$ cat src/pkg/acc_pkg.sv
// Package for the conversion control block: offsets, fields, channel codes
package acc_pkg;
  localparam int ACC_DW = 8;
  localparam int ACC_AW = 4;
  localparam logic [3:0] ACC_OFS_SCR = 4'h0;
  localparam logic [3:0] ACC_OFS_RH = 4'h4;
  localparam logic [3:0] ACC_OFS_RL = 4'h8;
  localparam logic [3:0] ACC_OFS_CLK = 4'hc;
  localparam logic [3:0] ACC_OFS_CTL = 4'h0;
  // Status/control field positions
  localparam int ACC_SCR_CONV_COMPLETE_FLAG = 7;
  localparam int ACC_SCR_IEN = 6;
  localparam int ACC_SCR_CONT = 5;
  localparam int ACC_CH_W = 5;
  // Clock register field positions
  localparam int ACC_CLK_ASYNC_CLOCK_ENABLE = 7;
  localparam int ACC_CLK_LSMP = 4;
  localparam int ACC_CLK_MODE_LO = 2;
  localparam logic [7:0] ACC_CLK_RST = 8'h00;
  localparam logic [4:0] ACC_CH_OFF = 5'h1f;
  localparam logic [4:0] ACC_CH_EXT_MAX = 5'h05;
  localparam logic [4:0] ACC_CH_BANDGAP = 5'h1a;
  localparam logic [4:0] ACC_CH_VREFH = 5'h1d;
  localparam logic [4:0] ACC_CH_VREFL = 5'h1e;
  localparam logic [1:0] ACC_MODE_8 = 2'h0;
  localparam logic [1:0] ACC_MODE_10 = 2'h1;
  localparam logic [1:0] ACC_MODE_RSV = 2'h2;
  localparam logic [1:0] ACC_MODE_10HW = 2'h3;
  // Sample phase in half converter cycles: 3.5 and 23.5 cycles
  localparam int ACC_SMP_SHORT_HALF = 7;
  localparam int ACC_SMP_LONG_HALF = 47;
  localparam logic [9:0] ACC_RES_ZERO = 10'h000;
  localparam logic [7:0] ACC_BYTE_ZERO = 8'h00;
  typedef enum logic [1:0] {
    ACC_SRC_EXT, ACC_SRC_INT, ACC_SRC_OFF, ACC_SRC_BAD
  } acc_src_t;
  typedef struct packed {
    logic [ACC_CH_W-1:0] channel;
    acc_src_t src;
    logic [2:0] ext_idx;
  } acc_sel_t;
endpackage : acc_pkg

$ cat src/verilog/acc_top.sv
// Conversion control logic with a classic Wishbone register slave
`timescale 1ns/1ps
// What this block does
// - Any status/control write aborts conversion; starts new unless channel all ones.
// - Complete flag sets at each end; clears on control write or low read.
// - With enable set, interrupt at conversion end; dropped on result read or control write.
// - Continuous mode converts back to back, updating results each time the interlock allows.
// - Continuous stops on reset, clock write, control write, stop without async.
// - After such a stop, only a new control write resumes conversions.
// - Single mode: each control write with valid channel starts one conversion.
// - Five-bit channel decode: inputs 0-5, bandgap, refs, low-power code.
// - All-ones channel turns converter off, isolates input, no extra conversion.
// - Converter drops to low power automatically after each single-mode conversion.
// - High result holds upper bits in ten-bit modes, unused bits read zero; all zero in eight-bit mode.
// - Ten-bit mode: high read blocks new results until low read.
// - Eight-bit mode has no interlock between high and low.
// - Unused or reserved channels give an undefined result.
// - Continuous timing exact only with enough bus clock versus converter clock.
// - No hardware trigger input; conversions start only by register write.
// - Two-bit mode field: 8-bit, 10-bit, reserved, 10-bit hardware; reset 8-bit.
// - Sample phase lasts 3.5 or 23.5 converter cycles by long select.
// - Complete flag sets regardless of the interrupt enable.
module acc_top #(
  parameter int CONV_CYCLES = 10,
  parameter logic [9:0] STUB_SEED = 10'h2a5
) (
  input wire logic SYS_CLK,
  input wire logic NRST,
  input wire logic [acc_pkg::ACC_AW-1:0] WB_ADR_I,
  input wire logic [7:0] WB_DAT_I,
  output logic [7:0] WB_DAT_O,
  input wire logic WB_WE_I,
  input wire logic [0:0] WB_SEL_I,
  input wire logic WB_CYC_I,
  input wire logic WB_STB_I,
  output logic WB_ACK_O,
  input wire logic STOP_MODE,
  output logic CONV_IRQ,
  output logic ANALOG_POWER,
  output logic ANALOG_ISOLATE,
  output logic SAMPLE_ACTIVE,
  output logic [2:0] ANALOG_INPUT_N,
  output logic ANALOG_INPUT_EN
);
  // Sequence counter is eight bits and holds twice the core count
  localparam int CONV_MAX = 127;
  if (CONV_CYCLES < 1 || CONV_CYCLES > CONV_MAX) begin : g_bad_cycles
    $error("CONV_CYCLES out of range");
  end
  // A zero seed would lock the stub shift register at zero
  if (STUB_SEED == 10'h000) begin : g_bad_seed
    $error("STUB_SEED must not be zero");
  end
  // Byte-wide bus only; the read mux is built for eight bits
  if (acc_pkg::ACC_DW != 8) begin : g_bad_width
    $error("ACC_DW must be eight");
  end

  typedef enum logic [1:0] {ACC_IDLE, ACC_SAMPLE, ACC_CONVERT} acc_state_t;

  // Bus clock stands in for the converter clock; each tick counts one half step
  acc_state_t state_reg, state_next;
  logic [7:0] cnt_reg, cnt_next;
  logic [7:0] scr_reg;
  logic [7:0] clk_reg;
  logic conv_complete_flag_reg, irq_reg, lock_reg, cont_reg, ack_reg;
  logic [9:0] result_reg, stub_reg;
  acc_pkg::acc_sel_t sel;

  wire bus_req = WB_CYC_I && WB_STB_I && !ack_reg;
  wire sel_ok = WB_SEL_I[0];
  wire wr = bus_req && WB_WE_I && sel_ok;
  wire rd = bus_req && !WB_WE_I;
  wire wr_scr = wr && (WB_ADR_I == acc_pkg::ACC_OFS_SCR);
  wire wr_clk = wr && (WB_ADR_I == acc_pkg::ACC_OFS_CLK);
  wire rd_rh = rd && (WB_ADR_I == acc_pkg::ACC_OFS_RH);
  wire rd_rl = rd && (WB_ADR_I == acc_pkg::ACC_OFS_RL);
  wire [4:0] wr_ch = WB_DAT_I[acc_pkg::ACC_CH_W-1:0];
  wire wr_off = (wr_ch == acc_pkg::ACC_CH_OFF);
  wire [4:0] cur_ch = scr_reg[acc_pkg::ACC_CH_W-1:0];
  wire [1:0] mode = clk_reg[acc_pkg::ACC_CLK_MODE_LO+1:
                            acc_pkg::ACC_CLK_MODE_LO];
  wire ten_bit = (mode == acc_pkg::ACC_MODE_10) ||
                 (mode == acc_pkg::ACC_MODE_10HW);
  wire long_smp = clk_reg[acc_pkg::ACC_CLK_LSMP];
  wire async_en = clk_reg[acc_pkg::ACC_CLK_ASYNC_CLOCK_ENABLE];
  wire stop_abort = STOP_MODE && !async_en;
  wire busy = (state_reg != ACC_IDLE);
  wire [7:0] smp_len = long_smp ? 8'(acc_pkg::ACC_SMP_LONG_HALF) :
                       8'(acc_pkg::ACC_SMP_SHORT_HALF);
  wire [7:0] conv_len = 8'(2 * CONV_CYCLES);
  wire conv_done = (state_reg == ACC_CONVERT) && (cnt_reg == 8'h01);
  wire load_ok = !(ten_bit && lock_reg);

  // Channel decode; gaps in the code map fall through to the bad source
  wire ch_ext = (cur_ch <= acc_pkg::ACC_CH_EXT_MAX);
  wire ch_int = (cur_ch == acc_pkg::ACC_CH_BANDGAP) ||
                (cur_ch == acc_pkg::ACC_CH_VREFH) ||
                (cur_ch == acc_pkg::ACC_CH_VREFL);
  wire ch_off = (cur_ch == acc_pkg::ACC_CH_OFF);
  always_comb begin
    sel.channel = cur_ch;
    sel.ext_idx = cur_ch[2:0];
    if (ch_ext) begin
      sel.src = acc_pkg::ACC_SRC_EXT;
    end else if (ch_int) begin
      sel.src = acc_pkg::ACC_SRC_INT;
    end else if (ch_off) begin
      sel.src = acc_pkg::ACC_SRC_OFF;
    end else begin
      sel.src = acc_pkg::ACC_SRC_BAD;
    end
  end

  // Sequencer; a status or clock write always wins over the running conversion
  always_comb begin
    state_next = state_reg;
    cnt_next = cnt_reg;
    if (wr_scr) begin
      if (wr_off) begin
        state_next = ACC_IDLE;
        cnt_next = 8'h00;
      end else begin
        state_next = ACC_SAMPLE;
        cnt_next = smp_len;
      end
    end else if (wr_clk || stop_abort) begin
      state_next = ACC_IDLE;
      cnt_next = 8'h00;
    end else begin
      case (state_reg)
        ACC_IDLE: begin
          cnt_next = 8'h00;
        end
        ACC_SAMPLE: begin
          if (cnt_reg == 8'h01) begin
            state_next = ACC_CONVERT;
            cnt_next = conv_len;
          end else begin
            cnt_next = cnt_reg - 8'h01;
          end
        end
        ACC_CONVERT: begin
          if (cnt_reg == 8'h01) begin
            if (cont_reg) begin
              state_next = ACC_SAMPLE;
              cnt_next = smp_len;
            end else begin
              state_next = ACC_IDLE;
              cnt_next = 8'h00;
            end
          end else begin
            cnt_next = cnt_reg - 8'h01;
          end
        end
        default: begin
          state_next = ACC_IDLE;
          cnt_next = 8'h00;
        end
      endcase
    end
  end

  always_ff @(posedge SYS_CLK) begin
    if (!NRST) begin
      state_reg <= ACC_IDLE;
    end else begin
      state_reg <= state_next;
    end
  end

  always_ff @(posedge SYS_CLK) begin
    if (!NRST) begin
      cnt_reg <= 8'h00;
    end else begin
      cnt_reg <= cnt_next;
    end
  end

  // Registers written by software; the flag bit is never stored here
  always_ff @(posedge SYS_CLK) begin
    if (!NRST) begin
      scr_reg <= {3'h0, acc_pkg::ACC_CH_OFF};
    end else if (wr_scr) begin
      scr_reg <= {1'b0, WB_DAT_I[6:0]};
    end
  end

  always_ff @(posedge SYS_CLK) begin
    if (!NRST) begin
      clk_reg <= acc_pkg::ACC_CLK_RST;
    end else if (wr_clk) begin
      clk_reg <= WB_DAT_I;
    end
  end

  // Continuous mode ends on any halt; only a status write restarts it
  always_ff @(posedge SYS_CLK) begin
    if (!NRST) begin
      cont_reg <= 1'b0;
    end else if (wr_scr) begin
      cont_reg <= WB_DAT_I[acc_pkg::ACC_SCR_CONT] && !wr_off;
    end else if (wr_clk || stop_abort) begin
      cont_reg <= 1'b0;
    end
  end

  // Flag, interrupt and read interlock; hardware set beats a result-read clear, a status write blocks the set
  wire clr_evt = wr_scr || rd_rl;
  wire irq_clr = wr_scr || rd_rl || rd_rh;
  wire ien = scr_reg[acc_pkg::ACC_SCR_IEN];
  wire conv_end = conv_done && !wr_scr;
  always_ff @(posedge SYS_CLK) begin
    if (!NRST) begin
      conv_complete_flag_reg <= 1'b0;
    end else if (conv_end) begin
      conv_complete_flag_reg <= 1'b1;
    end else if (clr_evt) begin
      conv_complete_flag_reg <= 1'b0;
    end
  end

  always_ff @(posedge SYS_CLK) begin
    if (!NRST) begin
      irq_reg <= 1'b0;
    end else if (conv_end && ien) begin
      irq_reg <= 1'b1;
    end else if (irq_clr || !ien) begin
      irq_reg <= 1'b0;
    end
  end

  // Lock lives only in ten-bit modes; eight-bit reads never hold results
  always_ff @(posedge SYS_CLK) begin
    if (!NRST) begin
      lock_reg <= 1'b0;
    end else if (rd_rl || !ten_bit) begin
      lock_reg <= 1'b0;
    end else if (rd_rh) begin
      lock_reg <= 1'b1;
    end
  end

  // Stub core: pseudo-random value, undefined for bad channels
  // Free-running shift register; its phase at the end, XORed with the channel, is the sample value
  wire [9:0] stub_next = {stub_reg[8:0], stub_reg[9] ^ stub_reg[6]};
  wire [9:0] stub_val = stub_reg ^ {5'h00, cur_ch};
  always_ff @(posedge SYS_CLK) begin
    if (!NRST) begin
      stub_reg <= STUB_SEED;
    end else begin
      stub_reg <= stub_next;
    end
  end

  // Results blocked by the lock are dropped, not queued
  always_ff @(posedge SYS_CLK) begin
    if (!NRST) begin
      result_reg <= acc_pkg::ACC_RES_ZERO;
    end else if (conv_end && load_ok) begin
      result_reg <= stub_val;
    end
  end

  // Read data; in 8-bit mode the result is the upper eight bits
  wire [7:0] res_hi = ten_bit ? {6'h00, result_reg[9:8]} :
                      acc_pkg::ACC_BYTE_ZERO;
  wire [7:0] res_lo = ten_bit ? result_reg[7:0] : result_reg[9:2];
  wire hit_scr = (WB_ADR_I == acc_pkg::ACC_OFS_SCR);
  wire hit_rh = (WB_ADR_I == acc_pkg::ACC_OFS_RH);
  wire hit_rl = (WB_ADR_I == acc_pkg::ACC_OFS_RL);
  wire hit_clk = (WB_ADR_I == acc_pkg::ACC_OFS_CLK);
  wire [7:0] scr_view = {conv_complete_flag_reg, scr_reg[6:0]};
  // Unmapped offsets read as zero
  wire [7:0] rd_mux =
    hit_scr ? scr_view :
    hit_rh ? res_hi :
    hit_rl ? res_lo :
    hit_clk ? clk_reg :
    acc_pkg::ACC_BYTE_ZERO;

  // Ack follows one cycle after the take; masking with ack stops a retake
  always_ff @(posedge SYS_CLK) begin
    if (!NRST) begin
      ack_reg <= 1'b0;
    end else begin
      ack_reg <= bus_req;
    end
  end

  // Read data holds until the next read
  always_ff @(posedge SYS_CLK) begin
    if (!NRST) begin
      WB_DAT_O <= acc_pkg::ACC_BYTE_ZERO;
    end else if (rd) begin
      WB_DAT_O <= rd_mux;
    end
  end

  assign WB_ACK_O = ack_reg;
  assign CONV_IRQ = irq_reg;
  // Power only while converting; hardware trigger mode has no trigger pin
  assign ANALOG_POWER = busy;
  wire src_off = (sel.src == acc_pkg::ACC_SRC_OFF);
  wire src_ext = (sel.src == acc_pkg::ACC_SRC_EXT);
  assign ANALOG_ISOLATE = src_off;
  assign SAMPLE_ACTIVE = (state_reg == ACC_SAMPLE);
  // Input index is driven always; only the enable gates the pad switch
  assign ANALOG_INPUT_N = sel.ext_idx;
  assign ANALOG_INPUT_EN = busy && src_ext;
endmodule : acc_top
$ cat config.mk
export PLATFORM = sky130hd
export DESIGN_NAME = acc_top
export DESIGN_NICKNAME = d
export VERILOG_FILES = /design/src/pkg/acc_pkg.sv /design/src/verilog/acc_top.sv
export SDC_FILE = /design/constraint.sdc
export NUM_CORES = 1
export LEC_CHECK = 0
export ABC_AREA = 1
export BUFFER_PORTS_ARGS = -buffer_cell sky130_fd_sc_hd__buf_2
export CAP_MARGIN = 0
export CELL_PAD_IN_SITES_DETAIL_PLACEMENT = 1
export CELL_PAD_IN_SITES_GLOBAL_PLACEMENT = 1
export CORE_MARGIN = 8
export CORE_UTILIZATION = 41
export CTS_CLUSTER_SIZE = 16
export DETAILED_ROUTE_END_ITERATION = 12
export GPL_TIMING_DRIVEN = 0
export HOLD_SLACK_MARGIN = 0.15
export PLACE_DENSITY = 0.8
export SYNTH_ARGS = -nofsm -noshare
export SYNTH_HDL_FRONTEND = slang
export SYNTH_SLANG_ARGS = --single-unit
export TNS_END_PERCENT = 50
$ cat constraint.sdc
create_clock -name SYS_CLK -period 1.74 [get_ports SYS_CLK]
set_clock_uncertainty 0.15 [all_clocks]
set_input_delay 0.174 -clock SYS_CLK [delete_from_list [all_inputs] [get_ports SYS_CLK]]
set_output_delay 0.174 -clock SYS_CLK [all_outputs]
set_load 0.03 [all_outputs]
[Word-level counts from Yosys, hierarchy flattened]
Cells that the tools add are included.
Cells by class
  shift operators: 0
  divide/modulo/power cells: 0
  $mul: 0
  muxes and demuxes: 30
  eq/ne operators: 17
  order comparisons: 1
  reductions and logical operators: 42
  $add $sub $neg: 1
  bitwise gates (word level): 3
Operators with widths (count)
  $mux W8: 9
  $eq A5 B5 Y1 const B: 5
  $mux W6: 3
  $logic_and A1 B1 Y1: 17
  $pmux W8 S2: 1
  $mux W2: 7
  $xor A10 B5 Y10: 1
  $mux W1: 9
  $eq A4 B4 Y1 const B: 2
  $eq A8 B1 Y1 const B: 1
  $logic_not A1 Y1: 8
  $logic_or A1 B1 Y1: 8
  $reduce_bool A2 Y1: 4
  $sub A8 B1 Y8 const B: 1
  $eq A2 B2 Y1 const B: 3
  $pmux W2 S3: 1
  $le A5 B3 Y1 const B: 1
  $eq A2 B1 Y1 const B: 2
  $eq A4 B3 Y1 const B: 1
  $logic_not A2 Y1: 2
  $logic_not A4 Y1: 1
  $ne A4 B1 Y1 const B: 1
  $ne A4 B2 Y1 const B: 1
  $ne A3 B3 Y1 const B: 1
  4 further kinds: 4
Word-level totals
  memories: 0
  memory bits (writable): 0
  logic and storage cells: 106
  ROM bits: 0
  bits of input ports: 19
  register bits: 58
  bits in latches: 0

[Longest topological paths before layout]
  depth in word-level cells: 10
  gate-level depth with buffers: 11
  gate-level depth less buffers: 11

[Least setup slack after synthesis]
No wires, ideal clock.
  path kind: register to output
  from: reg state_reg[0]
  to: out ANALOG_INPUT_EN
  data required time: 1.416 ns
  arrival time: 2.096 ns
  setup slack: -0.680 ns
  cell stages (with the launch flop): 4
  cell sequence: dfxtp_1 > inv_1 > ha_1 > a2111oi_0
On the way
  longest elaborated chain between the ends: 2
RTL lines
  from (decl): RTL line acc_top.sv:62  | acc_state_t state_reg, state_next;
  from (signal assigned): RTL line acc_top.sv:168  | state_reg <= state_next;
  $reduce_bool A2 Y1: RTL line acc_top.sv:88  | wire busy = (state_reg != ACC_IDLE);
  $logic_and A1 B1 Y1: RTL line acc_top.sv:310  | assign ANALOG_INPUT_EN = busy && src_ext;
  to (decl): RTL line acc_top.sv:43  | output logic ANALOG_INPUT_EN
No other way between the ends.

[Worst setup path in the final report]
  from: reg cnt_reg[1]
  to: reg result_reg[8]
On the way
  longest elaborated chain between the ends: 4
RTL lines
  from (decl): RTL line acc_top.sv:63  | logic [7:0] cnt_reg, cnt_next;
  from (signal assigned): RTL line acc_top.sv:176  | cnt_reg <= cnt_next;
  $eq A8 B1 Y1: RTL line acc_top.sv:92  | wire conv_done = (state_reg == ACC_CONVERT) && (cnt_reg == 8'h01);
  $logic_and A1 B1 Y1: RTL line acc_top.sv:92
  $logic_and A1 B1 Y1: RTL line acc_top.sv:212  | wire conv_end = conv_done && !wr_scr;
  $logic_and A1 B1 Y1: RTL line acc_top.sv:260  | end else if (conv_end && load_ok) begin
  to (signal assigned): RTL line acc_top.sv:259  | result_reg <= acc_pkg::ACC_RES_ZERO;
  to (signal assigned): RTL line acc_top.sv:261  | result_reg <= stub_val;
  to (decl): RTL line acc_top.sv:67  | logic [9:0] result_reg, stub_reg;
No other way between the ends.
A chain may end at the register's enable or synchronous reset.

==> summary.md <==
| Metric | Value |
|---|---|
| Status | finished clean |
| Global-route wire length before repair | 14.0 mm |
| Worst Path Max Fanout | 10 |
| CTS tree | yes |
| Initial antenna violation count | 0 |
| Port bufs | 34 |
| Setup Viol. Count Final | 0 |
| Crit end category | register |
| Crit Path Class | register to register |
| Initial DRC count | 98 |
| Clk slew on worst S/H paths | 70 ps |
| Most common cell after layout, fill and taps aside | nand2_1 |
| DR WL/cell | 17.1 µm |
| Leading post-synthesis cells by cell area | dfxtp_1 (43%), nand2_1 (11%), a21oi_1 (5.9%) |
| Slew Viols, Final | 0 |
| # rows | 29 |
| Die Ht | 97.1 µm |
| FMAX | a little under 600 MHz |
| Worst EP arrival | 1750 ps |
| Post-Syn Instances | 365 |
| Register area share after synthesis | 43.1% |
| Most frequent cells in the layout | nand2_1 (77), dfxtp_1 (54), inv_1 (37) |
| Total placed cells including tap cells | 476 |
| First-pass DRT Iterations | 4 |
| Synthesized flop and latch total | 58 |
| Clock latency on the worst-skew pair | 340 ps |
| Final period util | between 90% and 100% |
| H-tree depth | 3 |
| Total of max-cap violations | 0 |
| Final-report hold violation count | 0 |
| Top-area cell type share of the netlist area | 43.1% |
| WP data required | 1800 ps |
| Placed Area | 0.00297 mm² |
| Clk sinks | just under 60 |
| RR Startpoint | cnt_reg[1] |
| Synth Net Count | 390 |
| Via count | 2683 |
| Worst Setup EP | result_reg[8] |
| RSZ-0062 raised after global routing | yes |
| Largest net degree at the start of global routing | 11 |
| Max VDD drop | a little under 0.0005 V |
| Post-synthesis area per instance | ~7.4 µm² |
| Setup crit start | cnt_reg[1] |
| Final Util | between 50% and 60% |
| Reg2reg path depth | 10 |
| GRT Util Overall | 18.1% |
| Distinct cells, synth | 33 |
| Cell area after layout | 0.00340 mm² |
| Vias in the first global route | 2817 |
| Worst R2R Setup Slack | slightly below 50 ps |
| Die ar. | 0.00942 mm² |
| Drt drc | 0 |
| Antenna-violating nets left | 0 |
| Core ar. | 0.00635 mm² |
| Via density | 5.27 |
| Number of flops mapped to enable cells by yosys | 0 |
| CTS Buf Count | 9 |
| Number of warnings issued by yosys | 0 |
| Async set-or-reset flop fraction in the synthesized netlist | 0% |
| Fin nets | 453 |
| Leak | 1.46 nW |
| PwrDens | 814 mW/mm² |
| Initial core utilization | 42.4% |
| Area Overhead vs Synth | 26.3% |
| # IOs | 36 |
| Tmin final | 1690 ps |
| Synth Cell Area | 0.00269 mm² |
| Hpwl dp | 6.00 mm |
| Layout cells sized above 1 | between 20% and 30% |
| FF-to-FF End | result_reg[8] |
| Relative slew slack | 58.0% |
| Non-Filler Instances | 509 |
| Startpoint Class | register |
| Chip width | 97.1 µm |
| Final WS setup | about 49 ps |
| # diodes | 0 |
| Min-Delay Path Class | input port to register |
| Post-Place Worst Slack | -178 ps |
| Max clock buf depth | 2 |
| Grt total ovfl | 0 |
| Main synth FF type | dfxtp_1 |
| CTS Root Cell | clkbuf_8 |
| Top cell type by total area after synthesis | dfxtp_1 |
| Global placement routability congestion | around 0.8 |
| Final wirelength | 8.68 mm |
| Least-Margin Pin Slew | 630 ps |
## worst max-delay path, stage by stage (launching register included)
cell	delay, ps
dfxtp_2	330
inv_2	60
ha_1	130
nand2_1	60
nor2_2	110
nand2_2	110
nor2_4	150
nand3_2	90
buf_6	160
o21ai_1	150
a21oi_1	50
## worst min-delay path by stage
stage,cells after the start,slack [ps],to,start
after floorplan,2,140,scr_reg[0],WB_DAT_I[0]
after global placement,2,270,stub_reg[8],stub_reg[7]
after detailed placement,2,280,stub_reg[8],stub_reg[7]
after CTS,6,150,WB_DAT_O[3],WB_ADR_I[1]
after global routing,6,190,WB_DAT_O[6],WB_ADR_I[1]
final,6,160,WB_DAT_O[4],WB_ADR_I[1]
## per-stage QoR
stage | total power, mW | hold slack [ps] | TNS, ps
final | 2.77 | 163 | 0
after floorplan | 1.55 | 137 | 0
after CTS | 2.76 | 153 | 0
after global routing | 2.86 | 187 | -502
after global placement | 1.63 | 268 | -884
after detailed placement | 1.63 | 279 | -1450
## area by class of cell
| cell class | count | area [µm²] |
|---|---|---|
| clock inverters | 2 | 12.5 |
| clock buffers | 13 | 159 |
| inverters | 44 | 169 |
| well taps | 77 | 96.3 |
| plain buffers | 14 | 77.6 |
| fillers | 805 | 2950 |
| repair buffers | 51 | 335 |
| multi-input cells | 250 | 1390 |
| flip-flops and latches | 58 | 1170 |
## synth_stat cells (2+ instances only)
master and number:
buf_4 3, dfxtp_1 58, nor3_1 5, xor2_1 7
nand4_1 9, nand2_1 79, clkinv_1 2, buf_2 3
nand3_2 2, a31oi_1 5, nand2_4 3, o21ai_0 30
or2_2 4, clkbuf_1 6, inv_1 40, ha_1 6
and2_1 2, nor2_4 3, a21oi_1 32, inv_2 2
o21ai_1 11, nand3_1 15, nor2_1 27, o211ai_1 2
## power by group
group	leakage, nW	internal (mW)	switching, mW
logic	0.901	0.0984	0.174
clock network	0.0855	0.586	0.532
registers	0.474	1.36	0.0221
## what timing repair did
| item | in CTS | in global routing |
|---|---|---|
| gates cloned | 0 | 1 |
| setup buffers | 1 | 2 |
| pin swaps | 0 | 2 |
| endpoints found under the hold margin | 27 | 0 |
| endpoints found under the setup margin | 16 | 18 |
| gates resized for setup | 8 | 23 |
| hold buffers | 14 | 0 |
## cell families after synthesis
family / Yosys count / synth area share, %
and+or+nand+nor: 153 / 26.7
adders and majority gates: 6 / 2.79
AOI/OAI and AO/OA: 83 / 16.2
xor gates and xnor gates: 7 / 2.28
DFF: 58 / 43.1
buffers and inverters: 58 / 8.92
## per-layer routing
metal	vias to the layer above	track usage, %	routed length [µm]
met5	-	0	0
met4	0	7.93	172
met3	15	5.48	588
met2	85	30.2	4190
met1	1266	20.7	3730
li1	1317	-	-
(Power assumes the default switching activity.)
